$ cat config.mk
export PLATFORM = sky130hd
export DESIGN_NAME = fspr_regs
export DESIGN_NICKNAME = d
export VERILOG_FILES = /design/src/core/fspr_pkg.sv /design/src/core/fspr_regs.sv /design/src/core/fspr_sync.sv /design/src/core/fspr_range.sv
export SDC_FILE = /design/constraint.sdc
export NUM_CORES = 1
export LEC_CHECK = 0
export BUFFER_PORTS_ARGS = -buffer_cell sky130_fd_sc_hd__buf_2
export CAP_MARGIN = 10
export CORE_MARGIN = 1
export CORE_UTILIZATION = 57
export DETAILED_ROUTE_END_ITERATION = 10
export GPL_TIMING_DRIVEN = 0
export PLACE_DENSITY = 0.82
export SYNTH_ARGS = -nofsm -noshare
export SYNTH_HDL_FRONTEND = slang
export SYNTH_SLANG_ARGS = --single-unit
$ cat constraint.sdc
create_clock -name clk_sys -period 8 [get_ports clk_sys]
set_input_delay 1.6 -clock clk_sys [delete_from_list [all_inputs] [get_ports clk_sys]]
set_output_delay 1.6 -clock clk_sys [all_outputs]
set_load 0.005 [all_outputs]
$ cat src/core/fspr_pkg.sv
// package for the flash status and protection register bank
// assumes an instruction decoder on clk_sys that issues one-cycle strobes
// Functional notes
// - write enable sets write latch flag
// - latch cleared by disable, program, erase, status write
// - three block guard bits, default zero
// - top_bottom_select zero top, one bottom
// - top_bottom change needs guard method and latch
// - granularity one 4KB sectors, zero 64KB blocks
// - guard_invert swaps guarded and unguarded ranges
// - method zero ignores pin, needs latch only
// - method one and pin low refuses writes
// - method one and pin high needs latch
// - status_lock blocks writes until power cycle
// - suspend instruction sets suspend flag
// - resume or power cycle clears suspend flag
// - region lock bits set once, never cleared; srst clears them
// - locked security region refuses program, erase
// - four_lane_enable disables guard and pause pins
// - enter four-lane mode ignored unless enabled
// - four-lane mode keeps four_lane_enable at one
// - reserved bits read zero, writes ignored
// - busy during program, erase, status write
// - erase/program touching guarded range ignored
package fspr_pkg;
    localparam int ADDR_W = 20;
    localparam int NUM_REGIONS = 4;
    // status word bit positions
    localparam int BIT_BUSY = 0;
    localparam int BIT_WEL = 1;
    localparam int BIT_BG0 = 2;
    localparam int BIT_BG2 = 4;
    localparam int BIT_TB = 5;
    localparam int BIT_SEC = 6;
    localparam int BIT_SRP = 7;
    localparam int BIT_SRL = 8;
    localparam int BIT_QE = 9;
    localparam int BIT_LB0 = 10;
    localparam int BIT_LB3 = 13;
    localparam int BIT_CMP = 14;
    localparam int BIT_SUS = 15;
    // reserved positions: none beyond those above; kept for clarity
    localparam logic [15:0] WRITABLE_MASK = 16'h7ffc;
    localparam logic [15:0] STATUS_RESET = 16'h0000;
    // instruction codes
    localparam logic [7:0] OP_SUSPEND = 8'h75;
    localparam logic [7:0] OP_RESUME = 8'h7a;
    localparam logic [7:0] OP_ENTER_QUAD = 8'h38;
    localparam logic [7:0] OP_EXIT_QUAD = 8'hff;
    // array geometry shifts
    localparam int SECTOR_SHIFT = 12;
    localparam int BLOCK_SHIFT = 16;
    localparam logic [19:0] ARRAY_LAST = 20'hf_ffff;
    typedef enum logic [1:0] {
        FSPR_IDLE  = 2'b00,
        FSPR_WORK  = 2'b01,
        FSPR_SUSP  = 2'b10
    } fspr_state_t;
    typedef enum logic [1:0] {
        FSPR_OP_PROG   = 2'b00,
        FSPR_OP_ERASE  = 2'b01,
        FSPR_OP_STATUS = 2'b10,
        FSPR_OP_SECREG = 2'b11
    } fspr_op_t;
endpackage

$ cat src/core/fspr_regs.sv
// status and protection register bank, one clock
// assumes the decoder sends one-cycle strobes with op and address range
`timescale 1ns/10ps
module fspr_regs
    import fspr_pkg::*;
#(
    parameter int OP_CYCLES = 16
) (
    input  wire logic              clk_sys,
    input  wire logic              srst,
    input  wire logic              write_guard_pin_n,
    input  wire logic              cmd_write_enable,
    input  wire logic              cmd_write_disable,
    input  wire logic              cmd_start,
    input  wire fspr_op_t          cmd_op,
    input  wire logic [ADDR_W-1:0] cmd_lo,
    input  wire logic [ADDR_W-1:0] cmd_hi,
    input  wire logic [1:0]        cmd_region,
    input  wire logic [15:0]       cmd_status_data,
    input  wire logic              cmd_code_valid,
    input  wire logic [7:0]        cmd_code,
    output logic [7:0]             status_low_byte,
    output logic [7:0]             status_high_byte,
    output logic                   four_lane_command_mode,
    output logic                   write_guard_pin_active,
    output logic                   pause_pin_active,
    output logic                   op_accepted,
    output logic                   op_refused
);
    // the busy counter is 16 bits wide and must count at least one cycle
    if (OP_CYCLES < 1 || OP_CYCLES > 65535) begin : g_bad_cycles
        $error("OP_CYCLES out of range");
    end

    fspr_state_t       state_q;
    logic [15:0]       stat_q;
    logic              quad_q;
    logic [15:0]       cnt_q;
    logic              acc_q;
    logic              ref_q;
    logic              wp_level;
    logic              hits_guard;

    fspr_sync u_sync (
        .clk_sys   (clk_sys),
        .srst      (srst),
        .pin_in    (write_guard_pin_n),
        .level_out (wp_level)
    );

    fspr_range u_range (
        .guard_bits                (stat_q[BIT_BG2:BIT_BG0]),
        .top_bottom_select         (stat_q[BIT_TB]),
        .sector_granularity_select (stat_q[BIT_SEC]),
        .guard_invert              (stat_q[BIT_CMP]),
        .op_lo                     (cmd_lo),
        .op_hi                     (cmd_hi),
        .hits_guard                (hits_guard)
    );

    wire busy              = (state_q == FSPR_WORK);
    wire write_latch_flag  = stat_q[BIT_WEL];
    wire suspend_flag      = stat_q[BIT_SUS];
    wire status_guard_method = stat_q[BIT_SRP];
    wire status_lock       = stat_q[BIT_SRL];
    wire four_lane_enable  = stat_q[BIT_QE];
    wire [3:0] region_lock_bits = stat_q[BIT_LB3:BIT_LB0];

    // guard pin only counts while it is not a data lane
    wire pin_blocks = status_guard_method && !four_lane_enable
                      && !wp_level;
    wire status_ok = write_latch_flag && !pin_blocks && !status_lock;
    wire region_locked = region_lock_bits[cmd_region];
    wire idle_ok = !busy;

    wire start_ok =
        (cmd_op == FSPR_OP_STATUS) ? status_ok :
        (cmd_op == FSPR_OP_SECREG) ? (write_latch_flag && !region_locked) :
        (write_latch_flag && !hits_guard);
    wire do_start  = cmd_start && idle_ok && start_ok;
    wire do_status = do_start && (cmd_op == FSPR_OP_STATUS);

    wire code_suspend = cmd_code_valid && cmd_code == OP_SUSPEND;
    wire code_resume  = cmd_code_valid && cmd_code == OP_RESUME;
    wire code_enter   = cmd_code_valid && cmd_code == OP_ENTER_QUAD;
    wire code_exit    = cmd_code_valid && cmd_code == OP_EXIT_QUAD;

    // new status word for a status write
    logic [15:0] stat_new;
    always_comb begin
        stat_new = (stat_q & ~WRITABLE_MASK)
                 | (cmd_status_data & WRITABLE_MASK);
        stat_new[BIT_LB3:BIT_LB0] = region_lock_bits
                 | cmd_status_data[BIT_LB3:BIT_LB0];
        if (quad_q) begin
            stat_new[BIT_QE] = 1'b1;
        end
        // top/bottom follows the same gate as the whole write
        if (!status_ok) begin
            stat_new[BIT_TB] = stat_q[BIT_TB];
        end
    end

    // state and status word; cleared at power-up through srst
    always_ff @(posedge clk_sys) begin
        if (srst) begin
            state_q <= FSPR_IDLE;
            stat_q  <= STATUS_RESET;
            cnt_q   <= 16'h0000;
        end else begin
            case (state_q)
                FSPR_IDLE: begin
                    if (do_start) begin
                        state_q <= FSPR_WORK;
                        cnt_q   <= 16'(OP_CYCLES - 1);
                        if (do_status) begin
                            stat_q <= stat_new;
                        end
                        stat_q[BIT_WEL] <= 1'b0;
                    end else if (cmd_write_enable) begin
                        stat_q[BIT_WEL] <= 1'b1;
                    end else if (cmd_write_disable) begin
                        stat_q[BIT_WEL] <= 1'b0;
                    end else if (code_resume) begin
                        stat_q[BIT_SUS] <= 1'b0;
                    end
                end
                FSPR_WORK: begin
                    if (code_suspend) begin
                        state_q         <= FSPR_SUSP;
                        stat_q[BIT_SUS] <= 1'b1;
                    end else if (cnt_q == 16'h0000) begin
                        state_q <= FSPR_IDLE;
                    end else begin
                        cnt_q <= cnt_q - 16'h0001;
                    end
                end
                FSPR_SUSP: begin
                    // reads allowed while suspended; resume continues count
                    if (code_resume) begin
                        state_q         <= FSPR_WORK;
                        stat_q[BIT_SUS] <= 1'b0;
                    end else if (cmd_write_enable) begin
                        stat_q[BIT_WEL] <= 1'b1;
                    end else if (cmd_write_disable) begin
                        stat_q[BIT_WEL] <= 1'b0;
                    end
                end
                default: begin
                    state_q <= FSPR_IDLE;
                end
            endcase
        end
    end

    // four-lane command mode and accept/refuse pulses
    always_ff @(posedge clk_sys) begin
        if (srst) begin
            quad_q <= 1'b0;
            acc_q  <= 1'b0;
            ref_q  <= 1'b0;
        end else begin
            acc_q <= do_start;
            ref_q <= cmd_start && !do_start;
            if (code_enter && four_lane_enable && !busy) begin
                quad_q <= 1'b1;
            end else if (code_exit && !busy) begin
                quad_q <= 1'b0;
            end
        end
    end

    // busy is live state, not stored in the word
    assign status_low_byte  = {stat_q[BIT_SRP:BIT_BG0], stat_q[BIT_WEL],
                               busy};
    assign status_high_byte = stat_q[BIT_SUS:BIT_SRL];
    assign four_lane_command_mode = quad_q;
    assign write_guard_pin_active = !four_lane_enable;
    assign pause_pin_active       = !four_lane_enable;
    assign op_accepted = acc_q;
    assign op_refused  = ref_q;
endmodule

$ cat src/core/fspr_sync.sv
// two-flop synchroniser for a pin level
// assumes the pin is asynchronous to clk_sys
`timescale 1ns/10ps
module fspr_sync (
    input  wire logic clk_sys,
    input  wire logic srst,
    input  wire logic pin_in,
    output logic      level_out
);
    logic meta_q;
    always_ff @(posedge clk_sys) begin
        if (srst) begin
            meta_q    <= 1'b1;
            level_out <= 1'b1;
        end else begin
            meta_q    <= pin_in;
            level_out <= meta_q;
        end
    end
endmodule

$ cat src/core/fspr_range.sv
// guarded range decode for the block guard bits
// assumes a 1MB array, range inclusive, combinational
`timescale 1ns/10ps
module fspr_range
    import fspr_pkg::*;
(
    input  wire logic [2:0]        guard_bits,
    input  wire logic              top_bottom_select,
    input  wire logic              sector_granularity_select,
    input  wire logic              guard_invert,
    input  wire logic [ADDR_W-1:0] op_lo,
    input  wire logic [ADDR_W-1:0] op_hi,
    output logic                   hits_guard
);
    logic [ADDR_W:0] span;
    logic [ADDR_W:0] g_lo;
    logic [ADDR_W:0] g_hi;
    logic            none;
    logic            all;
    logic            in_base;
    logic            out_lo;
    logic            out_hi;
    always_comb begin
        none = (guard_bits == 3'd0);
        all  = sector_granularity_select ? (guard_bits == 3'd7)
                                         : (guard_bits >= 3'd5);
        // sector mode caps at 32KB, block mode at half the array
        if (sector_granularity_select) begin
            span = (ADDR_W+1)'(1) << (SECTOR_SHIFT +
                   ((guard_bits[2] ? 3'd4 : guard_bits) - 3'd1));
        end else begin
            span = (ADDR_W+1)'(1) << (BLOCK_SHIFT + guard_bits - 3'd1);
        end
        if (none || all) begin
            span = (ADDR_W+1)'(ARRAY_LAST) + (ADDR_W+1)'(1);
        end
        if (top_bottom_select) begin
            g_lo = '0;
            g_hi = span - (ADDR_W+1)'(1);
        end else begin
            g_lo = (ADDR_W+1)'(ARRAY_LAST) + (ADDR_W+1)'(1) - span;
            g_hi = (ADDR_W+1)'(ARRAY_LAST);
        end
        in_base = !({1'b0, op_hi} < g_lo || {1'b0, op_lo} > g_hi);
        // complement guards what lies outside the base range
        out_lo = ({1'b0, op_lo} < g_lo);
        out_hi = ({1'b0, op_hi} > g_hi);
        if (!guard_invert) begin
            hits_guard = none ? 1'b0 : in_base;
        end else begin
            hits_guard = none ? 1'b1 : (out_lo || out_hi);
        end
    end
endmodule

---- After elaboration in Yosys (flattened, before gate mapping) ----
Cells that the tools add are included.
cells by class
  add/sub/neg operators ................... 7
  multiply operators ...................... 0
  divide/modulo/power cells ............... 0
  order comparisons ....................... 6
  equal/unequal tests ..................... 19
  shifts and indexed selects .............. 2
  multiplexer cells ....................... 38
  bitwise logic cells ..................... 2
  reductions and logical operators ........ 42
operators by type and width
  kind                    number
  $mux 21                 4
  $mux 16                 4
  $shl 1x32->21 const A   2
  $sub 32x1->32 const B   2
  $gt 20x21->1            2
  $lt 20x21->1            2
  $add 4x32->32 const A   1
  $pmux 16 s2             1
  $sub 21x1->21 const B   1
  $sub 21x21->21 const A  1
  $mux 1                  20
  $logic_and 1x1->1       17
  $eq 8x7->1 const B      2
  $logic_not 16->1        1
  $or 16x15->16           1
  $sub 16x1->16 const B   1
  $ne 2x2->1 const B      5
  $logic_not 1->1         9
  $ne 3x3->1 const B      3
  $eq 8x6->1 const B      1
  $eq 8x8->1 const B      1
  $mux 2                  4
  $reduce_and 4->1        2
  $add 5x3->6 const A     1
  21 further kinds        28
storage, ports and cells
  register bits ........................... 39
  latch bits .............................. 0
  memory bits (writable) .................. 0
  memory bits (read-only) ................. 0
  bits of input ports ..................... 75
  output and inout bits ................... 21
  logic and storage cells ................. 127
  memories kept ........................... 0

---- Depth between registers and ports, before layout ----
  word-level depth ........................ 22
  gate-level depth with buffers ........... 30
  mapped depth without buffers ............ 28

---- Cells and area by module ----
Synthesis repeated with hierarchy kept, for this count alone.
unflattened totals
  cell total of the unflattened synthesis .. 711
  area, all modules ....................... 5534.1 µm²
modules (own cells, without submodules)
  module      instances  cells an instance  area an instance (µm²)  sequential area each (µm²)
  fspr_range  1          441                3291.9                  0.0
  fspr_regs   1          266                2189.6                  720.7
  fspr_sync   1          4                  52.6                    40.0

---- Least setup slack after synthesis ----
No wires, ideal clock.
  kind .................................... reg-to-reg
  start point ............................. reg stat_q[2]
  end point ............................... reg cnt_q[5]
  setup time .............................. 0.070 ns
  arrival ................................. 5.668 ns
  data required time ...................... 7.930 ns
  setup slack ............................. 2.261 ns
  cell stages (with the launch flop) ...... 28
  buffers on the path ..................... 3
  clock period less this slack ............ 5.739 ns
  cell sequence ........................... dfxtp_1 buf_2 inv_1 ha_1 ha_1 o2bb2ai_1 nor3b_1 nand2_1 ha_1 clkbuf_1 o21ai_0 nor3_1 a21oi_1 o21a_1 nor2_1 ha_1 a211o_1 a21oi_1 o211ai_1 o2111ai_1 nand2_1 a21o_1 a211o_1 a211o_1 a32o_2 buf_6 or4_1 a21oi_1
on the way
  cells in the longest elaborated chain, start to end .. 20
  elaborated cells between the ends (all ways) .. 35
  those cells by class .................... 6 x add/sub; 5 x order compare; 2 x eq/ne; 2 x shift; 11 x mux; 9 x reduce/logical
RTL lines
  element                                                 RTL line                            text
  from (decl)                                             fspr_regs.sv:36                     logic [15:0] stat_q;
  from (signal assigned)                                  fspr_regs.sv:117                    stat_q <= stat_new;
  $mux 3                                                  fspr_range.sv:30                    ((guard_bits[2] ? 3'd4 : guard_bits) - 3'd1));
  $sub 32x1->32                                           fspr_range.sv:30
  $add 4x32->32                                           fspr_range.sv:29                    span = (ADDR_W+1)'(1) << (SECTOR_SHIFT +
  $shl 1x32->21                                           fspr_range.sv:29
  $mux 21                                                 fspr_range.sv:28                    if (sector_granularity_select) begin
  $mux 21                                                 fspr_range.sv:34                    if (none || all) begin
  $sub 21x21->21 / $sub 21x1->21 (equally long branches)  fspr_range.sv:41, fspr_range.sv:39
  $mux 21                                                 fspr_range.sv:37                    if (top_bottom_select) begin
  (+4 left out)                                           n/a
  $mux 1 *                                                fspr_range.sv:48                    if (!guard_invert) begin
  $logic_not 1->1 *                                       fspr_regs.sv:79                     (write_latch_flag && !hits_guard);
  $logic_and 1x1->1 *                                     fspr_regs.sv:79
  $mux 1 *                                                fspr_regs.sv:78                     (cmd_op == FSPR_OP_SECREG) ? (write_latch_flag && !region_locked) :
  $mux 1 *                                                fspr_regs.sv:77                     (cmd_op == FSPR_OP_STATUS) ? status_ok :
  $logic_and 1x1->1 *                                     fspr_regs.sv:80                     wire do_start = cmd_start && idle_ok && start_ok;
  $ne 2x2->1 (no line) *                                  n/a
  $reduce_and 4->1 (no line) *                            n/a
  to (signal assigned)                                    fspr_regs.sv:115                    cnt_q <= 16'(OP_CYCLES - 1);
  to (signal assigned)                                    fspr_regs.sv:135                    cnt_q <= cnt_q - 16'h0001;
  to (decl)                                               fspr_regs.sv:38                     logic [15:0] cnt_q;
Every way passes the cells marked *; elsewhere a longest branch is shown, timed or not.
A chain may end at the register's enable or synchronous reset.

---- Worst setup path after layout ----
  start point ............................. reg stat_q[2]
  end point ............................... reg cnt_q[8]
Same word-level chain as after synthesis.

==> metrics.cfg <==
[synth]
synthArstFlopShare_pct = 0
synth.distinct_cells = 72
syn-cell-area_mm2 = 0.00483
synthTopCellsByArea = ha_1 23%, dfxtp_1 16%, a21oi_1 6.5%, nand2_1 4.3%, o21ai_0 3.3%
synth-xor-area-share_pct = 0.907
synth_compound_area_share_pct = 30.4
synth_fa_ha_area_share_pct = 23.1
synth.mux.area_fraction_pct = 0.467
yosys.area.top_type = ha_1
ys.flop_type = dfxtp_1
syn_area_per_cell_um2 = 7.78
ys_seq_area_share_pct = 15.8
synth_top_family_by_area = compound AO/OA/AOI/OAI gates
yosys.area_share.simple_pct = 24.5
post-synth-top-area-fraction_pct = 23.1
yosys_warnings = 0
syn_inst = 620
synth_seq_cells = 38
synth-edff-count = 0
synthesis.nets = 784

[min_path]
hold_path.startpoint = u_sync.meta_q
hold_end = u_sync.level_out
min_path_cells = 1
hp-class = register to register

[detailed_routing]
drtPass1Iterations = 5
wl_per_cell_um = 17.6
drtIter0Drc = 352
wl_um = 14500
postRouteAntennaNets = 0
viasPerCell = 6.41
post-route-drc-count = 0
vias = 5286

[grt]
grt_pass1_wl_um = 23900
antenna_found_initial = 0
grt_overflow = 0
first_global_vias = 5151
grt_max_degree = 13
globalRouteTotalUtil_pct = 34.0

[final_layout]
drive_gt1_share_pct = 19.2
area_delta_synth_final_pct = 14.2
n_antenna_cell = 0
fin_nets = 883
nFillCells = 738

[power]
power.density_mw_per_mm2 = 160
power.leakage_nw = 2.41
max-vdd-ir-drop_uv = 97.7

[clocking]
postCtsHoldBufs = 0
postCtsSetupBuffers = 0
cts_tree = yes
clock_path_buffers = 2
clock_sinks = 38
cts.repair.resized = 0
worstSkewPairLatency_ps = 300
cts.clk_slew.worst_paths_ps = 80
cts_buffers = 5
cts_root_buf = clkbuf_8
htree_levels = 2

[sta]
setup_ws_ps = 570
slew_headroom_pct = 25.0
tightest_slew_ps = 1120
finalClockSkew_ps = 7.11
hold_viol = 0
rsz0062_at_grt = no
drv_slew = 0
finalSetupTns_ps = 0
fmax_mhz = 135
finalCritPeriodShare_pct = 92.9
finalSetupViolCount = 0
finalCriticalPeriod_ps = 7430

[die]
die_h_um = 94.0
ios = 96
die_area_mm2 = 0.00884
rows = 33
die_x_um = 94.0
initial_utilization_pct = 58.7
core_area_mm2 = 0.00822

[worst_setup_path]
r2r_end = cnt_q[8]
r2r_slack_ps = 570
startpoint_type = register
crit_path_max_incr_delay_ps = 920
r2r-start = stat_q[2]
slowest_stage = nor3b_1
cp_max_fo = 10
arrival_ps = 7600
crit_path_end_kind = register
ff2ff_path_depth = 28
cp.required_ps = 8170
crit_type = register to register

[placed_design]
portBuffers = 92
pre_cts_ws_ps = 728
finalWeightedCongestion = 0.966
dp_hpwl_um = 12000

[flow_run]
maxCapViolCount = 0

[outcome]
outcome = completed

==> power breakdown <==
| group | total [mW] | internal, mW | switching, mW |
|---|---|---|---|
| Sequential | 0.269 | 0.234 | 0.0347 |
| Combinational | 0.466 | 0.191 | 0.275 |
| Clock | 0.146 | 0.0694 | 0.0769 |
==> worst max-delay path, delay by kind of cell (launching register included) <==
family	cells	cell delay, ps
buffers and inverters	4	1090
adders and majority gates	4	1220
AOI/OAI and AO/OA	13	2540
and+or+nand+nor	7	2050
DFF	1	410
==> through the flow <==
stage | hold slack [ps] | std cells | area (µm²) | total power, mW | util, %
final | 426 | 825 | 5510 | 0.881 | 67.1
after CTS | 428 | 825 | 5510 | 0.872 | 67.1
after global placement | 398 | 817 | 5420 | 0.701 | 65.9
after floorplan | 392 | 620 | 4830 | 0.599 | -
after global routing | 444 | 825 | 5510 | 0.951 | 67.1
after detailed placement | 411 | 817 | 5420 | 0.724 | 65.9
==> cell families (layout without fill, tap and decap cells) <==
family,after synthesis,count (layout)
and+or+nand+nor,221,221
DFF,38,38
xor gates and xnor gates,5,5
muxes,1,1
AOI/OAI and AO/OA,216,216
adders and majority gates,89,89
buffers and inverters,50,150
==> flip-flops by register name, summed over array words and instances, names as in the netlist <==
| register | cells |
|---|---|
| four_lane_command_mode | 1 |
| u_sync.level_out | 1 |
| op_accepted | 1 |
| u_sync.meta_q | 1 |
| state_q | 2 |
| cnt_q | 16 |
| op_refused | 1 |
| stat_q | 15 |
==> Yosys cell counts, drive strengths merged (15+ instances only) <==
cell and instances:
a21o 16, nor3 16, dfxtp 38, o21ai 33
nand2 56, ha 89, nor2 35, a21oi 63
nand3 15, or3 24, inv 23
==> how the worst max path moves through the flow <==
stage / startpoint / endpoint / slack, ps / cells past startpoint
final: stat_q[2] / cnt_q[8] / 570 / 28
after global routing: stat_q[2] / cnt_q[10] / 100 / 28
after CTS: stat_q[2] / cnt_q[8] / 700 / 28
after detailed placement: stat_q[2] / cnt_q[8] / 730 / 28
after global placement: stat_q[2] / cnt_q[14] / 790 / 28
after floorplan: stat_q[2] / cnt_q[5] / 2260 / 27
==> layout make-up <==
class                      instances  area [µm²]  area share [%]
buffer                            27         151            2.75
multi-input combinational        532        3830            69.4
timing repair buffer              92         460            8.35
sequential                        38         761            13.8
inverter                          23        86.3            1.57
clock buffer                       6        82.6            1.50
clock inverter                     2        12.5           0.227
tap                              105         131            2.38
==> cell usage in the layout, fill, tap and decap left out, types with 14 or more instances in the layout <==
cell type and instances:
nand4_1 14, buf_2 96, a31oi_1 14, inv_1 22, nor3_1 16, ha_1 89
a21oi_1 63, o21ai_0 32, dfxtp_1 38, nand2_1 55, nor2_1 33, a21o_1 16
or3_1 23, nand3_1 15
==> layer usage <==
| layer | vias to the layer above | global-route usage [%] | share of wire (%) |
|---|---|---|---|
| met5 | - | 0 | 0 |
| met4 | 0 | 10.9 | 2.4 |
| met3 | 34 | 5.26 | 6.2 |
| met2 | 232 | 57.5 | 46 |
| met1 | 2443 | 44.0 | 45 |
| li1 | 2577 | - | - |
No activity file was read; power rests on OpenSTA's default activity.
